**src/swmc_consts.vh**
```
// constants for the standby wake-up mode control block
// assumes a 32-bit register bus with one aligned word per register
`ifndef SWMC_CONSTS_VH
`define SWMC_CONSTS_VH

// byte offsets
`define SWMC_OFF_BANK_E     8'h00
`define SWMC_OFF_BANK_F     8'h04
`define SWMC_OFF_STATUS     8'h08
`define SWMC_OFF_MASK       8'h0C
`define SWMC_OFF_CLEAR      8'h10

// field positions inside one source slot
`define SWMC_LVL_LSB        4
`define SWMC_EDGE_LSB       2
`define SWMC_EN_BIT         0
// slot bases: bank e sources 0..2, bank f sources 3..4
`define SWMC_SLOT_HI        16
`define SWMC_SLOT_MID       8
`define SWMC_SLOT_LO        0

// active-level codes
`define SWMC_LVL_LOW        3'h0
`define SWMC_LVL_HIGH       3'h1
`define SWMC_LVL_FALL       3'h2
`define SWMC_LVL_RISE       3'h3
`define SWMC_LVL_BOTH       3'h4

// edge record codes
`define SWMC_EDGE_NONE      2'h0
`define SWMC_EDGE_RISE      2'h1
`define SWMC_EDGE_FALL      2'h2
`define SWMC_EDGE_BOTH      2'h3

// reset values
`define SWMC_LVL_RST        3'h2
`define SWMC_MASK_RST       5'h00
// bank e bits 30:28 and 24 are plain storage
`define SWMC_SPARE_LSB      28
`define SWMC_SPARE_BIT      24
`define SWMC_SPARE_RST      3'h2

// axi responses
`define SWMC_RESP_OKAY      2'h0
`define SWMC_RESP_SLVERR    2'h2

`endif

```
**src/swmc_src_sync.v**
```verilog
// two-stage synchroniser and edge detector for the wake request lines
// assumes the request lines are asynchronous to aclk
`timescale 1ns/1ps
module swmc_src_sync #(
	parameter N = 5
) (
	input  wire         aclk,
	input  wire         aresetn,
	input  wire [N-1:0] req_async,
	output reg  [N-1:0] lvl_ff,
	output wire [N-1:0] rise,
	output wire [N-1:0] fall
);
	reg [N-1:0] meta_ff;
	reg [N-1:0] prev_ff;

	// meta_ff feeds only lvl_ff
	always @(posedge aclk) begin
		if (!aresetn) begin
			meta_ff <= {N{1'b0}};
			lvl_ff  <= {N{1'b0}};
			prev_ff <= {N{1'b0}};
		end else begin
			meta_ff <= req_async;
			lvl_ff  <= meta_ff;
			prev_ff <= lvl_ff;
		end
	end

	assign rise = lvl_ff & ~prev_ff;
	assign fall = ~lvl_ff & prev_ff;
endmodule

```
**src/swmc_wake_ctrl.v**
```verilog
// standby wake-up mode control: two mode banks, wake detection, irq
// assumes an AXI4-Lite master on aclk and async peripheral request lines
//
// Notes on behaviour
// - read-only two-bit detected edge fields
// - request forwarded only while enable is one
// - edge record updates only in both-edges mode
// - interrupt clear also zeroes edge record
// - level codes decoded; 101 to 111 prohibited
`timescale 1ns/1ps
`include "swmc_consts.vh"
module swmc_wake_ctrl #(
	parameter NSRC = 5
) (
	input  wire            aclk,
	input  wire            aresetn,
	input  wire [31:0]     s_axi_awaddr,
	input  wire            s_axi_awvalid,
	output reg             s_axi_awready,
	input  wire [31:0]     s_axi_wdata,
	input  wire [3:0]      s_axi_wstrb,
	input  wire            s_axi_wvalid,
	output reg             s_axi_wready,
	output reg  [1:0]      s_axi_bresp,
	output reg             s_axi_bvalid,
	input  wire            s_axi_bready,
	input  wire [31:0]     s_axi_araddr,
	input  wire            s_axi_arvalid,
	output reg             s_axi_arready,
	output reg  [31:0]     s_axi_rdata,
	output reg  [1:0]      s_axi_rresp,
	output reg             s_axi_rvalid,
	input  wire            s_axi_rready,
	input  wire            remote_rx_request,
	input  wire            cec_tx_request,
	input  wire            cec_rx_request,
	input  wire            key_wake_request,
	input  wire            rtc_wake_request,
	output reg  [NSRC-1:0] wake_request_ff,
	output reg             irq_ff
);
	////////////////////////////////////////////////////////////////////
	// per-source state; index 0 remote rx, 1 cec tx, 2 cec rx, 3 key, 4 rtc
	reg  [2:0]      lvl_sel_ff [0:NSRC-1];
	reg  [1:0]      edge_rec_ff[0:NSRC-1];
	reg  [NSRC-1:0] wake_en_ff;
	reg  [NSRC-1:0] status_ff;
	reg  [NSRC-1:0] mask_ff;
	wire [NSRC-1:0] req_lvl;
	wire [NSRC-1:0] req_rise;
	wire [NSRC-1:0] req_fall;
	wire [NSRC-1:0] hit;
	reg  [NSRC-1:0] clr_pulse;

	// one-hot register selects
	localparam [4:0] SEL_E   = 5'h01;
	localparam [4:0] SEL_F   = 5'h02;
	localparam [4:0] SEL_STS = 5'h04;
	localparam [4:0] SEL_MSK = 5'h08;
	localparam [4:0] SEL_CLR = 5'h10;

	swmc_src_sync #(
		.N(NSRC)
	) u_sync (
		.aclk      (aclk),
		.aresetn   (aresetn),
		.req_async ({rtc_wake_request, key_wake_request, cec_rx_request,
		             cec_tx_request, remote_rx_request}),
		.lvl_ff    (req_lvl),
		.rise      (req_rise),
		.fall      (req_fall)
	);

	// level decode; prohibited codes never match
	function active;
		input [2:0] sel;
		input       l;
		input       r;
		input       f;
		begin
			case (sel)
				`SWMC_LVL_LOW:  active = ~l;
				`SWMC_LVL_HIGH: active = l;
				`SWMC_LVL_FALL: active = f;
				`SWMC_LVL_RISE: active = r;
				`SWMC_LVL_BOTH: active = r | f;
				default:        active = 1'b0;
			endcase
		end
	endfunction

	// slot base bit of source i within its bank
	function [4:0] slot_base;
		input integer i;
		begin
			case (i)
				0:       slot_base = `SWMC_SLOT_HI;
				1:       slot_base = `SWMC_SLOT_MID;
				3:       slot_base = `SWMC_SLOT_MID;
				default: slot_base = `SWMC_SLOT_LO;
			endcase
		end
	endfunction

	// full-address decode so that aliases above the map answer with an error
	function [4:0] reg_dec;
		input [31:0] a;
		begin
			reg_dec = 5'h00;
			if (a[31:8] == 24'h000000) begin
				case (a[7:0])
					`SWMC_OFF_BANK_E: reg_dec = SEL_E;
					`SWMC_OFF_BANK_F: reg_dec = SEL_F;
					`SWMC_OFF_STATUS: reg_dec = SEL_STS;
					`SWMC_OFF_MASK:   reg_dec = SEL_MSK;
					`SWMC_OFF_CLEAR:  reg_dec = SEL_CLR;
					default:          reg_dec = 5'h00;
				endcase
			end
		end
	endfunction

	////////////////////////////////////////////////////////////////////
	// axi4-lite write: address and data accepted in either order
	reg        aw_hold_ff;
	reg        w_hold_ff;
	reg [4:0]  aw_sel_ff;
	reg [31:0] w_data_ff;
	reg [3:0]  w_strb_ff;
	wire       aw_take = s_axi_awvalid & s_axi_awready;
	wire       w_take  = s_axi_wvalid & s_axi_wready;
	wire       wr_go   = aw_hold_ff & w_hold_ff & ~s_axi_bvalid;
	wire       wr_e    = wr_go & aw_sel_ff[0];
	wire       wr_f    = wr_go & aw_sel_ff[1];
	wire       wr_s    = wr_go & aw_sel_ff[2];
	wire       wr_m    = wr_go & aw_sel_ff[3];
	wire       wr_c    = wr_go & aw_sel_ff[4];
	wire       wr_ok   = wr_e | wr_f | wr_m | wr_s | wr_c;

	always @(posedge aclk) begin
		if (!aresetn) begin
			aw_hold_ff    <= 1'b0;
			w_hold_ff     <= 1'b0;
			aw_sel_ff     <= 5'h00;
			w_data_ff     <= 32'h00000000;
			w_strb_ff     <= 4'h0;
			s_axi_awready <= 1'b0;
			s_axi_wready  <= 1'b0;
			s_axi_bvalid  <= 1'b0;
			s_axi_bresp   <= `SWMC_RESP_OKAY;
		end else begin
			s_axi_awready <= ~aw_hold_ff & ~aw_take;
			s_axi_wready  <= ~w_hold_ff & ~w_take;
			if (aw_take) begin
				aw_hold_ff <= 1'b1;
				aw_sel_ff  <= reg_dec(s_axi_awaddr);
			end
			if (w_take) begin
				w_hold_ff <= 1'b1;
				w_data_ff <= s_axi_wdata;
				w_strb_ff <= s_axi_wstrb;
			end
			if (wr_go) begin
				s_axi_bvalid <= 1'b1;
				s_axi_bresp  <= wr_ok ? `SWMC_RESP_OKAY : `SWMC_RESP_SLVERR;
			end else if (s_axi_bvalid & s_axi_bready) begin
				s_axi_bvalid  <= 1'b0;
				aw_hold_ff    <= 1'b0;
				w_hold_ff     <= 1'b0;
				s_axi_awready <= 1'b1;
				s_axi_wready  <= 1'b1;
			end
		end
	end

	// byte lane gate for the mask, status and clear writes
	wire [31:0] wmask = {{8{w_strb_ff[3]}}, {8{w_strb_ff[2]}},
	                     {8{w_strb_ff[1]}}, {8{w_strb_ff[0]}}};
	wire [31:0] wbits = w_data_ff & wmask;

	////////////////////////////////////////////////////////////////////
	// per-source configuration, detection and edge record
	genvar g;
	generate
		for (g = 0; g < NSRC; g = g + 1) begin : g_src
			localparam [4:0] B = slot_base(g);
			wire bank_wr = (g < 3) ? wr_e : wr_f;
			wire lane_ok = w_strb_ff[B[4:3]];
			wire fire    = active(lvl_sel_ff[g], req_lvl[g], req_rise[g], req_fall[g]);
			assign hit[g] = fire & wake_en_ff[g];

			always @(posedge aclk) begin
				if (!aresetn) begin
					lvl_sel_ff[g]  <= `SWMC_LVL_RST;
					wake_en_ff[g]  <= 1'b0;
					edge_rec_ff[g] <= `SWMC_EDGE_NONE;
				end else begin
					if (bank_wr & lane_ok) begin
						lvl_sel_ff[g] <= w_data_ff[B + `SWMC_LVL_LSB +: 3];
						wake_en_ff[g] <= w_data_ff[B + `SWMC_EN_BIT];
					end
					// detection wins over a clear in the same cycle
					if (hit[g] & (lvl_sel_ff[g] == `SWMC_LVL_BOTH)) begin
						edge_rec_ff[g] <= {req_fall[g], req_rise[g]};
					end else if (clr_pulse[g]) begin
						edge_rec_ff[g] <= `SWMC_EDGE_NONE;
					end
				end
			end
		end
	endgenerate

	////////////////////////////////////////////////////////////////////
	// sticky status, mask, request output and interrupt
	always @* begin
		clr_pulse = {NSRC{1'b0}};
		if (wr_s | wr_c) begin
			clr_pulse = wbits[NSRC-1:0];
		end
	end

	always @(posedge aclk) begin
		if (!aresetn) begin
			status_ff       <= {NSRC{1'b0}};
			mask_ff         <= `SWMC_MASK_RST;
			wake_request_ff <= {NSRC{1'b0}};
			irq_ff          <= 1'b0;
		end else begin
			// set beats write-one-to-clear
			status_ff <= (status_ff & ~clr_pulse) | hit;
			if (wr_m) begin
				mask_ff <= (mask_ff & ~wmask[NSRC-1:0]) | wbits[NSRC-1:0];
			end
			wake_request_ff <= hit;
			irq_ff <= |((status_ff & ~clr_pulse | hit) & mask_ff);
		end
	end

	////////////////////////////////////////////////////////////////////
	// bank images; other reserved bits read as zero
	reg [2:0]  spare_e_ff;
	reg        spare_en_ff;
	reg [31:0] bank_e;
	reg [31:0] bank_f;
	integer k;

	// spare bits only hold what software writes; they steer nothing
	always @(posedge aclk) begin
		if (!aresetn) begin
			spare_e_ff  <= `SWMC_SPARE_RST;
			spare_en_ff <= 1'h0;
		end else if (wr_e & w_strb_ff[3]) begin
			spare_e_ff  <= w_data_ff[`SWMC_SPARE_LSB +: 3];
			spare_en_ff <= w_data_ff[`SWMC_SPARE_BIT];
		end
	end

	always @* begin
		bank_e = 32'h00000000;
		bank_f = 32'h00000000;
		bank_e[`SWMC_SPARE_LSB +: 3] = spare_e_ff;
		bank_e[`SWMC_SPARE_BIT]      = spare_en_ff;
		for (k = 0; k < NSRC; k = k + 1) begin
			if (k < 3) begin
				bank_e[slot_base(k) + `SWMC_LVL_LSB +: 3]  = lvl_sel_ff[k];
				bank_e[slot_base(k) + `SWMC_EDGE_LSB +: 2] = edge_rec_ff[k];
				bank_e[slot_base(k) + `SWMC_EN_BIT]        = wake_en_ff[k];
			end else begin
				bank_f[slot_base(k) + `SWMC_LVL_LSB +: 3]  = lvl_sel_ff[k];
				bank_f[slot_base(k) + `SWMC_EDGE_LSB +: 2] = edge_rec_ff[k];
				bank_f[slot_base(k) + `SWMC_EN_BIT]        = wake_en_ff[k];
			end
		end
	end

	////////////////////////////////////////////////////////////////////
	// axi4-lite read: one cycle from address take to rvalid
	always @(posedge aclk) begin
		if (!aresetn) begin
			s_axi_arready <= 1'b0;
			s_axi_rvalid  <= 1'b0;
			s_axi_rdata   <= 32'h00000000;
			s_axi_rresp   <= `SWMC_RESP_OKAY;
		end else begin
			s_axi_arready <= ~s_axi_rvalid & ~(s_axi_arvalid & s_axi_arready);
			if (s_axi_arvalid & s_axi_arready) begin
				s_axi_rvalid <= 1'b1;
				s_axi_rresp  <= `SWMC_RESP_OKAY;
				case (reg_dec(s_axi_araddr))
					SEL_E:   s_axi_rdata <= bank_e;
					SEL_F:   s_axi_rdata <= bank_f;
					SEL_STS: s_axi_rdata <= {27'h0000000, status_ff};
					SEL_MSK: s_axi_rdata <= {27'h0000000, mask_ff};
					SEL_CLR: s_axi_rdata <= 32'h00000000;
					default: begin
						s_axi_rdata <= 32'h00000000;
						s_axi_rresp <= `SWMC_RESP_SLVERR;
					end
				endcase
			end else if (s_axi_rvalid & s_axi_rready) begin
				s_axi_rvalid  <= 1'b0;
				s_axi_arready <= 1'b1;
			end
		end
	end
endmodule

```
**config.mk**
```make
export PLATFORM = sky130hd
export DESIGN_NAME = swmc_wake_ctrl
export DESIGN_NICKNAME = d
export VERILOG_FILES = /design/src/swmc_src_sync.v /design/src/swmc_wake_ctrl.v
export VERILOG_INCLUDE_DIRS = /design/src
export SDC_FILE = /design/constraint.sdc
export NUM_CORES = 1
export LEC_CHECK = 0
export ABC_AREA = 1
export BUFFER_PORTS_ARGS = -buffer_cell sky130_fd_sc_hd__buf_2
export CORE_ASPECT_RATIO = 0.5
export CORE_UTILIZATION = 47
export DETAILED_ROUTE_END_ITERATION = 8
export HOLD_SLACK_MARGIN = 0.02
export PLACE_DENSITY = 0.75
export SETUP_SLACK_MARGIN = 0.4
export SLEW_MARGIN = 30
export SYNTH_ARGS = -nofsm -noshare
export SYNTH_HDL_FRONTEND = slang
export SYNTH_SLANG_ARGS = --single-unit
export TNS_END_PERCENT = 5
```
**constraint.sdc**
```tcl
create_clock -name aclk -period 1.6 [get_ports aclk]
set_clock_uncertainty 0.15 [all_clocks]
set_input_delay 0.24 -clock aclk [delete_from_list [all_inputs] [get_ports aclk]]
set_output_delay 0.24 -clock aclk [all_outputs]
set_load 0.02 [all_outputs]
```
---- Word-level counts from Yosys, hierarchy flattened ----
Memory sizes are Yosys's and may differ from the RTL's.
Cells that the tools add are included.
cells by class
  equality and inequality tests ........... 33
  multiplexer cells ....................... 97
  bitwise gates (word level) .............. 80
  reductions and logical operators ........ 13
operators with widths
  operator                                                                count
  31-bit one-hot mux with 4 select lines                                  1
  1-bit two-way mux                                                       67
  5-bit one-hot mux with 5 select lines                                   2
  24-bit logical NOT                                                      2
  8-bit by 4-bit equality test with 1-bit output (second input constant)  4
  1-bit bitwise AND                                                       31
  5-bit bitwise AND                                                       6
  3-bit by 2-bit equality test with 1-bit output (second input constant)  10
  5-bit two-way mux                                                       5
  1-bit OR                                                                25
  1-bit one-hot mux with 5 select lines                                   5
  2-bit two-way mux                                                       12
  5-bit NOT                                                               4
  8-bit by 3-bit equality test with 1-bit output (second input constant)  2
  8-bit by 5-bit equality test with 1-bit output (second input constant)  2
  8-bit logical NOT                                                       2
  3-bit by 1-bit equality test with 1-bit output (second input constant)  5
  3-bit equality test (second input constant)                             5
  3-bit logical NOT                                                       5
  3-bit two-way mux                                                       5
  1-bit NOT                                                               12
  5-bit OR                                                                2
  5-bit OR reduction                                                      2
  5-bit by 1-bit equality test with 1-bit output (second input constant)  1
  other kinds (5)                                                         6
word-level totals
  flip-flop bits (word level) ............. 123
  bits in writable memories ............... 25
  bits of input ports ..................... 112
  output and inout port bits .............. 47
  word-level logic and storage cells ...... 252
  memories kept ........................... 2
memories
  name         depth  width  read ports  clocked after Yosys merged registers in  write ports  line                 source
  lvl_sel_ff   5      3      5           0                                        5            swmc_wake_ctrl.v:44  reg [2:0] lvl_sel_ff [0:NSRC-1];
  edge_rec_ff  5      2      5           0                                        5            swmc_wake_ctrl.v:45  reg [1:0] edge_rec_ff[0:NSRC-1];

---- Logic depth before layout (Yosys ltp) ----
Gate-level depths: netlist of the first run.
  depth in word-level cells ............... 11
  mapped depth ............................ 14
  mapped depth without buffers ............ 14

---- Hierarchy ----
From an unflattened synthesis of the first run, not the netlist that was laid out.
second synthesis, totals
  cells, all modules ...................... 747
  area, all modules ....................... 5619.1 µm²
by module, submodules not included
  module          times used  cells an instance  area each (µm²)  seq. area each (µm²)
  swmc_wake_ctrl  1           681                5119.9           2452.4
  swmc_src_sync   1           66                 499.2            300.3

---- Least setup slack after synthesis of the first run ----
Ideal clock, no wire load.
  kind .................................... register to register
  from .................................... register u_sync.lvl_ff[2]
  to ...................................... memory edge_rec_ff[2][0], data pin
  setup time .............................. 251 ps
  data arrival time ....................... 1244 ps
  data required time ...................... 1199 ps
  setup slack ............................. -46 ps
  stages on the path, launching flop included .. 13
  buffers on the path ..................... 0
  period minus slack after synthesis ...... 1646 ps
  cell sequence ........................... dfxtp_1 inv_1 ha_1 o211ai_1 nand2_1 nand2_1 nand2_1 nand2_1 inv_1 nand4_1 inv_1 nand2_1 nor2_1
RTL lines
  what                      line                 source
  start: declaration        swmc_src_sync.v:10   output reg [N-1:0] lvl_ff,
  start signal: assignment  swmc_src_sync.v:21   lvl_ff <= {N{1'b0}};
  start signal: assignment  swmc_src_sync.v:25   lvl_ff <= meta_ff;
  end: declaration          swmc_wake_ctrl.v:45

==> summary.md, run 1 <==
| Metric | Value |
|---|---|
| Combinational share of power | `9.5%` |
| Dominant cell type by area after synthesis | `dfxtp_1` |
| Routability cong. | `0.878` |
| Die W | `159 microns` |
| Via count | `5,594` |
| Reg2Reg Depth | `14` |
| Fraction of layout cells with a size suffix above 1 | `44.7%` |
| Fin crit share | `112%` |
| IR drop worst, VDD | `0.759 mV` |
| Post-route cell area | `0.00887 sq mm` |
| Chip height | `80.3 microns` |
| Worst hold margin | `-5.55 ps` |
| Sequential-to-total area share from yosys stat | `47.7%` |
| Hold Path Cell Cnt | `4` |
| CP arrival | `1830 ps` |
| Mapped Area | `0.00577 sq mm` |
| H-tree depth | `4` |
| Leak pwr | `4.02 nW` |
| Core Util, Final | `74.7%` |
| Largest net degree at the start of global routing | `47` |
| DRT Pass-1 Iters | `5` |
| Critical Path Fanout Max | `2` |
| PnR Total Power | `0.00836 W` |
| Total GRT Usage | `25.1%` |
| Sink Count | `125` |
| Worst skew pair latency | `420 ps` |
| Maxcap violations | `0` |
| Row count | `28` |
| Switching Fraction | `22.9%` |
| Initial Util | `48.6%` |
| Fillers | `807` |
| Worst Path Required | `1630 ps` |
| Sequential share of power | `40.8%` |
| Core area | `0.0119 sq mm` |
| Ports | `159` |
| Fmax | `556 MHz` |
| Cell Area, Placed | `0.00687 sq mm` |
| Antenna diodes | `0` |
| Number of flops mapped to enable cells by yosys | `25` |
| Syn. warnings | `0` |
| Slack of the critical path | `-200 ps` |
| CTS Buf Count | `17` |
| Status | `complete, but fails checks` |
| Post-detailed-route count of antenna-violating nets | `0` |
| Yosys cell types | `36` |
| CP startpoint kind | `flip-flop` |
| Pwr Density | `943 mW/mm^2` |
| Setup violators final | `10` |
| Minimum clock period | `1800 ps` |
| Crit Path Class | `reg -> reg` |
| First-pass GRT wire length | `24,400 microns` |
| Largest cells by area after synthesis | `dfxtp_1 35%, edfxtp_1 13%, nand2_1 10%` |
| Failing checks | `hold timing, setup timing` |
| Clock-pin transition on the worst setup and hold timing paths | `60 ps` |
| Place WS | `-157 ps` |
| Root Driver | `clkbuf_16` |
| Worst setup EP type | `flip-flop` |
| Area Overhead vs Synth | `53.7%` |
| Clk pwr share | `49.7%` |
| DR DRC count | `0` |
| Post-synth ARST share | `0%` |
| Top_reg_cell synth | `dfxtp_1` |
| Final hold vios | `1` |
| Flops & latches, synth | `125` |
| Vias/cell | `4.91` |
| Detailed placer's ending HPWL | `9980 microns` |
| Post-Syn Instances | `754` |
| Die Area | `0.0127 sq mm` |
| Share of the synthesized area in the top cell type | `34.7%` |
| Hold WC Path Type | `in -> reg` |
| Vias in the first global route | `5,308` |
| Drt wl/cell | `14.0 microns` |
| Storage cell area | `0.00283 sq mm` |
| Cts hold-fix bufs | `30` |
| NumNets Final | `1,083` |
| CTS tree | `yes` |
| Initial antenna violation count | `0` |
| Multi-input logic area | `0.00303 sq mm` |
| DRT Wirelength | `16,000 microns` |
| Switching Power | `0.00191 W` |
| Iter 0 DRT Violations | `370` |
| Bufs on Longest Clock Path | `2` |
| P_int | `0.00645 W` |
| Global route total overflow | `0` |
| RSZ-0062 raised after global routing | `true` |
| Avg Synthesized Cell Area | `7.65 sq um` |
| Port buffer count | `134` |
| Final Max Slew Viols | `0` |
-- through the flow --
| stage | std cells | setup TNS, ps |
|---|---|---|
| 6_report | 1139 | -1160 |
| 5_1_grt | 1139 | -2590 |
| 4_1_cts | 1135 | -1020 |
| 3_5_place_dp | 1070 | -3480 |
| 3_3_place_gp | 1070 | -2310 |
| 2_1_floorplan | 764 | 0 |
-- power groups by stage --
stage	clock (W)	sequential, W	combinational [W]
6_report	0.00416	0.00341	0.000797
5_1_grt	0.00435	0.00342	0.000878
4_1_cts	0.00415	0.00340	0.000720
3_5_place_dp	0	0.00345	0.000597
3_3_place_gp	0	0.00345	0.000584
2_1_floorplan	0	0.00347	0.000325
-- sequential cells by signal, summed over array words and instances, names as in the netlist, 2 cells and up, named ones only --
register / flops
aw_sel_ff: 5
bank_e: 3
bank_f: 2
edge_rec_ff: 10
lvl_sel_ff: 15
s_axi_rdata: 23
spare_e_ff: 3
status_ff: 5
u_sync.lvl_ff: 5
u_sync.meta_ff: 5
u_sync.prev_ff: 5
w_data_ff: 19
w_strb_ff: 4
wake_request_ff: 5
-- what timing repair did --
action,4_1_cts,5_1_grt
endpoints found under the hold margin,37,1
pin swaps,97,100
resized for setup,219,100
setup endpoints to repair,142,155
setup buffers,3,4
-- cell usage in the layout (no fill, tap or decap), types with 3 or more instances in the layout --
cell type	n
nor2_4	13
buf_6	57
edfxtp_1	25
bufinv_16	3
dlygate4sd3_1	29
conb_1	11
nand2_1	127
nand3_2	14
o21ai_2	7
o21ai_0	40
inv_1	68
inv_4	5
a21oi_2	19
nand3_1	39
buf_2	85
dfxtp_2	40
buf_4	37
inv_2	25
nor3_1	5
nand2_2	33
buf_12	5
nor2_1	83
nand4_1	12
ha_4	9
clkbuf_8	5
dfxtp_4	7
nor2_2	14
o21ai_1	4
clkbuf_16	18
dfxtp_1	53
a21oi_1	37
nand2_4	16
-- per-layer routing --
layer  global-route usage, %  share of wire [%]
met4                    8.56               0.96
met3                    6.85                7.2
met2                    43.6                 49
met1                    30.1                 43
met5                       0                  0
-- critical path, stage by stage (launching register included) --
cell and delay, ps:
dfxtp_2 360, inv_2 50, ha_4 150, inv_2 70, nand2_2 50, o211ai_1 90, nand2_1 90, nand2_1 80
nand2_1 70, nand2_2 70, inv_2 30, nand4_1 100, inv_1 80, nand2_2 90, nor2_2 40
-- synthesized netlist by cell type, types with 4 or more instances --
cell type and instances:
nand4_1 12, buf_4 13, dfxtp_1 100, nand2_2 18, o21ai_0 44, o21ai_1 7
nand3_1 54, ha_1 10, a21oi_2 18, clkbuf_1 16, nand2_1 158, nor2_1 107
a21oi_1 38, edfxtp_1 25, nor3_1 8, inv_2 4, inv_1 95
-- layout make-up --
cell class                 instances  area share (%)
multi-input combinational        503            34.2
sequential                       125            31.9
timing repair buffer             214            19.7
clock buffer                      24            5.90
inverter                         100            4.50
tap                              165            2.33
clock inverter                     8            1.41
-- path summary, 6_finish.rpt --
kind	startpoint	end	slack [ps]
worst max-delay path	u_sync.prev_ff[3]	edge_rec_ff[3][1]	-200
worst min-delay path	s_axi_awaddr[4]	aw_sel_ff[3]	-6
worst max register to register	u_sync.prev_ff[3]	edge_rec_ff[3][1]	-200
worst min register to register	u_sync.meta_ff[2]	u_sync.lvl_ff[2]	260
-- cell families after synthesis --
| logic type | synth area share, % |
|---|---|
| buf+inv | 10.3 |
| other cells | 0.0650 |
| mux | 0.174 |
| flops | 47.7 |
| fa+ha+maj | 2.17 |
| xor+xnor | 0.304 |
| compound gates | 10.7 |
| simple gates | 28.6 |
(Power assumes the default switching activity.)
==> inputs of run 2 (changes only) <==
MAX_ROUTING_LAYER = met4   (was unset)
==> run 2 against run 1 <==
Effect of this change:
- the flow finishes with violations (setup timing)
- die area unchanged
- global-route usage rose by 0.66 points
- combinational power about the same
- clock power about the same
- design area about the same
- via count is 0.11% lower
- setup slack got worse by 12 ps
- maximum frequency down 0.66%
- final cell count did not move
- largest cell class unchanged
==> summary.md, run 2 (same netlist as run 1, synthesis figures left out) <==
| Metric | Value |
|---|---|
| Hold WC Path Type | `in -> reg` |
| Initial antenna violation count | `0 (unchanged)` |
| Worst skew pair latency | `410 ps (about the same)` |
| Top routing layer used | `met4` |
| Initial Util | `48.6% (unchanged)` |
| Sink Count | `125 (unchanged)` |
| DRT Pass-1 Iters | `5 (unchanged)` |
| Iter 0 DRT Violations | `328 (-11%)` |
| Final Max Slew Viols | `0 (unchanged)` |
| WP buf/inv | `4 (unchanged)` |
| Crit Path Class | `reg -> reg` |
| Ports | `159 (unchanged)` |
| CTS Buf Count | `17 (unchanged)` |
| Maxcap violations | `0 (unchanged)` |
| Chip height | `80.3 microns (unchanged)` |
| NumNets Final | `1,083 (unchanged)` |
| Largest net degree at the start of global routing | `47 (unchanged)` |
| Largest delay share family, worst path | `simple AND/OR/NAND/NOR gates` |
| Worst setup EP type | `flip-flop` |
| Place WS | `-157 ps (unchanged)` |
| Antenna diodes | `0 (unchanged)` |
| DR DRC count | `0 (unchanged)` |
| Routability cong. | `0.892 (+1.6%)` |
| Global route total overflow | `0 (unchanged)` |
| RSZ-0062 raised after global routing | `true` |
| Setup violators final | `12 (+2)` |
| Bufs on Longest Clock Path | `2 (unchanged)` |
| Reg2reg setup slack | `-210 ps (about the same)` |
| Total GRT Usage | `25.8% (+0.66 points)` |
| Minimum clock period | `1810 ps (+11.9 ps)` |
| Critical Path Fanout Max | `2 (unchanged)` |
| CP startpoint kind | `flip-flop` |
| Post-route cell area | `0.00886 sq mm (about the same)` |
| Row count | `28 (unchanged)` |
| Clock-pin transition on the worst setup and hold timing paths | `60 ps (about the same)` |
| Cell Area, Placed | `0.00687 sq mm (unchanged)` |
| Cts hold-fix bufs | `30 (unchanged)` |
| Detailed placer's ending HPWL | `9980 microns (unchanged)` |
| Largest registers | `s_axi_rdata (23), w_data_ff (19), lvl_sel_ff (15)` |
| Fin crit share | `113% (+0.74 points)` |
| Post-detailed-route count of antenna-violating nets | `0 (unchanged)` |
| Dpl cells | `1,070 (unchanged)` |
| CP max stage delay | `360 ps (about the same)` |
| CP max stage cell | `dfxtp_2` |
| Port buffer count | `134 (unchanged)` |
| Met2 WL | `7760 microns (-0.22%)` |
| Area Overhead vs Synth | `53.7% (about the same)` |
| M1 WL | `7040 microns (+2.1%)` |
| Fmax | `552 MHz (-0.66%)` |
| Fraction of layout cells with a size suffix above 1 | `44.6% (-0.10 points)` |
| Via count | `5,588 (-0.11%)` |
| Commonest non-fill, non-tap cell in the layout | `nand2_1` |
| Leak pwr | `4.02 nW (about the same)` |
| DRT Wirelength | `16,000 microns (+0.22%)` |
| Met3 WL | `1020 microns (-11%)` |
| Slack of the critical path | `-212 ps (-11.9 ps)` |
| Commonest cells after routing, fill and taps aside | `128 x nand2_1, 85 x buf_2, 83 x nor2_1` |
| First-pass GRT wire length | `24,400 microns (about the same)` |
| Final hold vios | `0 (-1)` |
| Core area | `0.0119 sq mm (unchanged)` |
| Vias in the first global route | `5,305 (-0.057%)` |
| Failing checks | `setup timing` |
| Die W | `159 microns (unchanged)` |
| CTS tree | `yes` |
| Non-Filler Instances | `1,139 (unchanged)` |
| Root Driver | `clkbuf_16` |
| CP cell instances | `inv_2, ha_4, inv_2, nand2_2, o211ai_1, nand2_1, nand2_1, nand2_1, nand2_2, inv_2, nand4_1, inv_1, nand2_2, nor2_2` |
| Top reg by flops | `s_axi_rdata` |
| Max reg flops | `23 (unchanged)` |
| Pwr Density | `943 mW/mm^2 (about the same)` |
| Vias/cell | `4.91 (-0.11%)` |
| CP arrival | `1840 ps (about the same)` |
| Drt wl/cell | `14.1 microns (+0.22%)` |
| Die Area | `0.0127 sq mm (unchanged)` |
| H-tree depth | `4 (unchanged)` |
| IR drop worst, VDD | `0.750 mV (-1.2%)` |
| Worst Path Required | `1620 ps (about the same)` |
| Status | `complete, but fails checks` |
==> run 2: cell types whose count changed in the layout (fill, tap and decap cells not counted) <==
cell / change
nand2_2: -1
nand2_1: +1
==> run 2: per-stage QoR <==
step | hold WS, ps | power (W) | TNS [ps] | utilization [%]
after floorplan | 188 | 0.00379 | 0 | -
after global placement | 247 | 0.00403 | -2310 | 57.8
after detailed placement | 250 | 0.00405 | -3480 | 57.8
after CTS | -10.4 | 0.00828 | -1020 | 71.2
after global routing | -6.67 | 0.00863 | -2590 | 74.6
final | 0.205 | 0.00836 | -1240 | 74.6
==> run 2: what timing repair did <==
item | CTS | global route
setup buffers | 3 | 4
resized for setup | 219 | 99
endpoints found under the setup margin | 142 | 155
pin swaps | 97 | 98
hold endpoints to repair | 37 | 1
==> run 2: final timing paths <==
kind | start | to | cells past startpoint
worst min-delay path | s_axi_awaddr[4] | aw_sel_ff[3] | 4
worst max register to register | u_sync.prev_ff[3] | edge_rec_ff[3][1] | 14
worst min register to register | u_sync.meta_ff[2] | u_sync.lvl_ff[2] | 2
worst max-delay path | u_sync.prev_ff[3] | edge_rec_ff[3][1] | 14
==> run 2: report_power, final <==
part	total (W)	leakage [nW]	internal, W	switching (W)
combinational	0.000798	2.63	0.000379	0.000419
clock	0.00415	0.318	0.00276	0.00140
sequential	0.00341	1.08	0.00332	0.0000904
==> run 2: worst min-delay path, stage by stage <==
cell and delay (ps):
buf_2 110, nor3_4 60, nand3_2 50, a21oi_2 50
==> run 2: layer usage <==
layer,vias up,GRT usage (%)
met4,0,8.85
met5,-,-
li1,2804,-
met1,2570,30.4
met2,193,43.6
met3,21,5.94
==> run 2: final cells by class <==
class / instances / area [sq um]
multi-input cells: 503 / 3030
fillers: 805 / 3010
flip-flops and latches: 125 / 2830
repair buffers: 214 / 1750
clock buffers: 24 / 523
inverters: 100 / 399
well taps: 165 / 206
clock inverters: 8 / 125
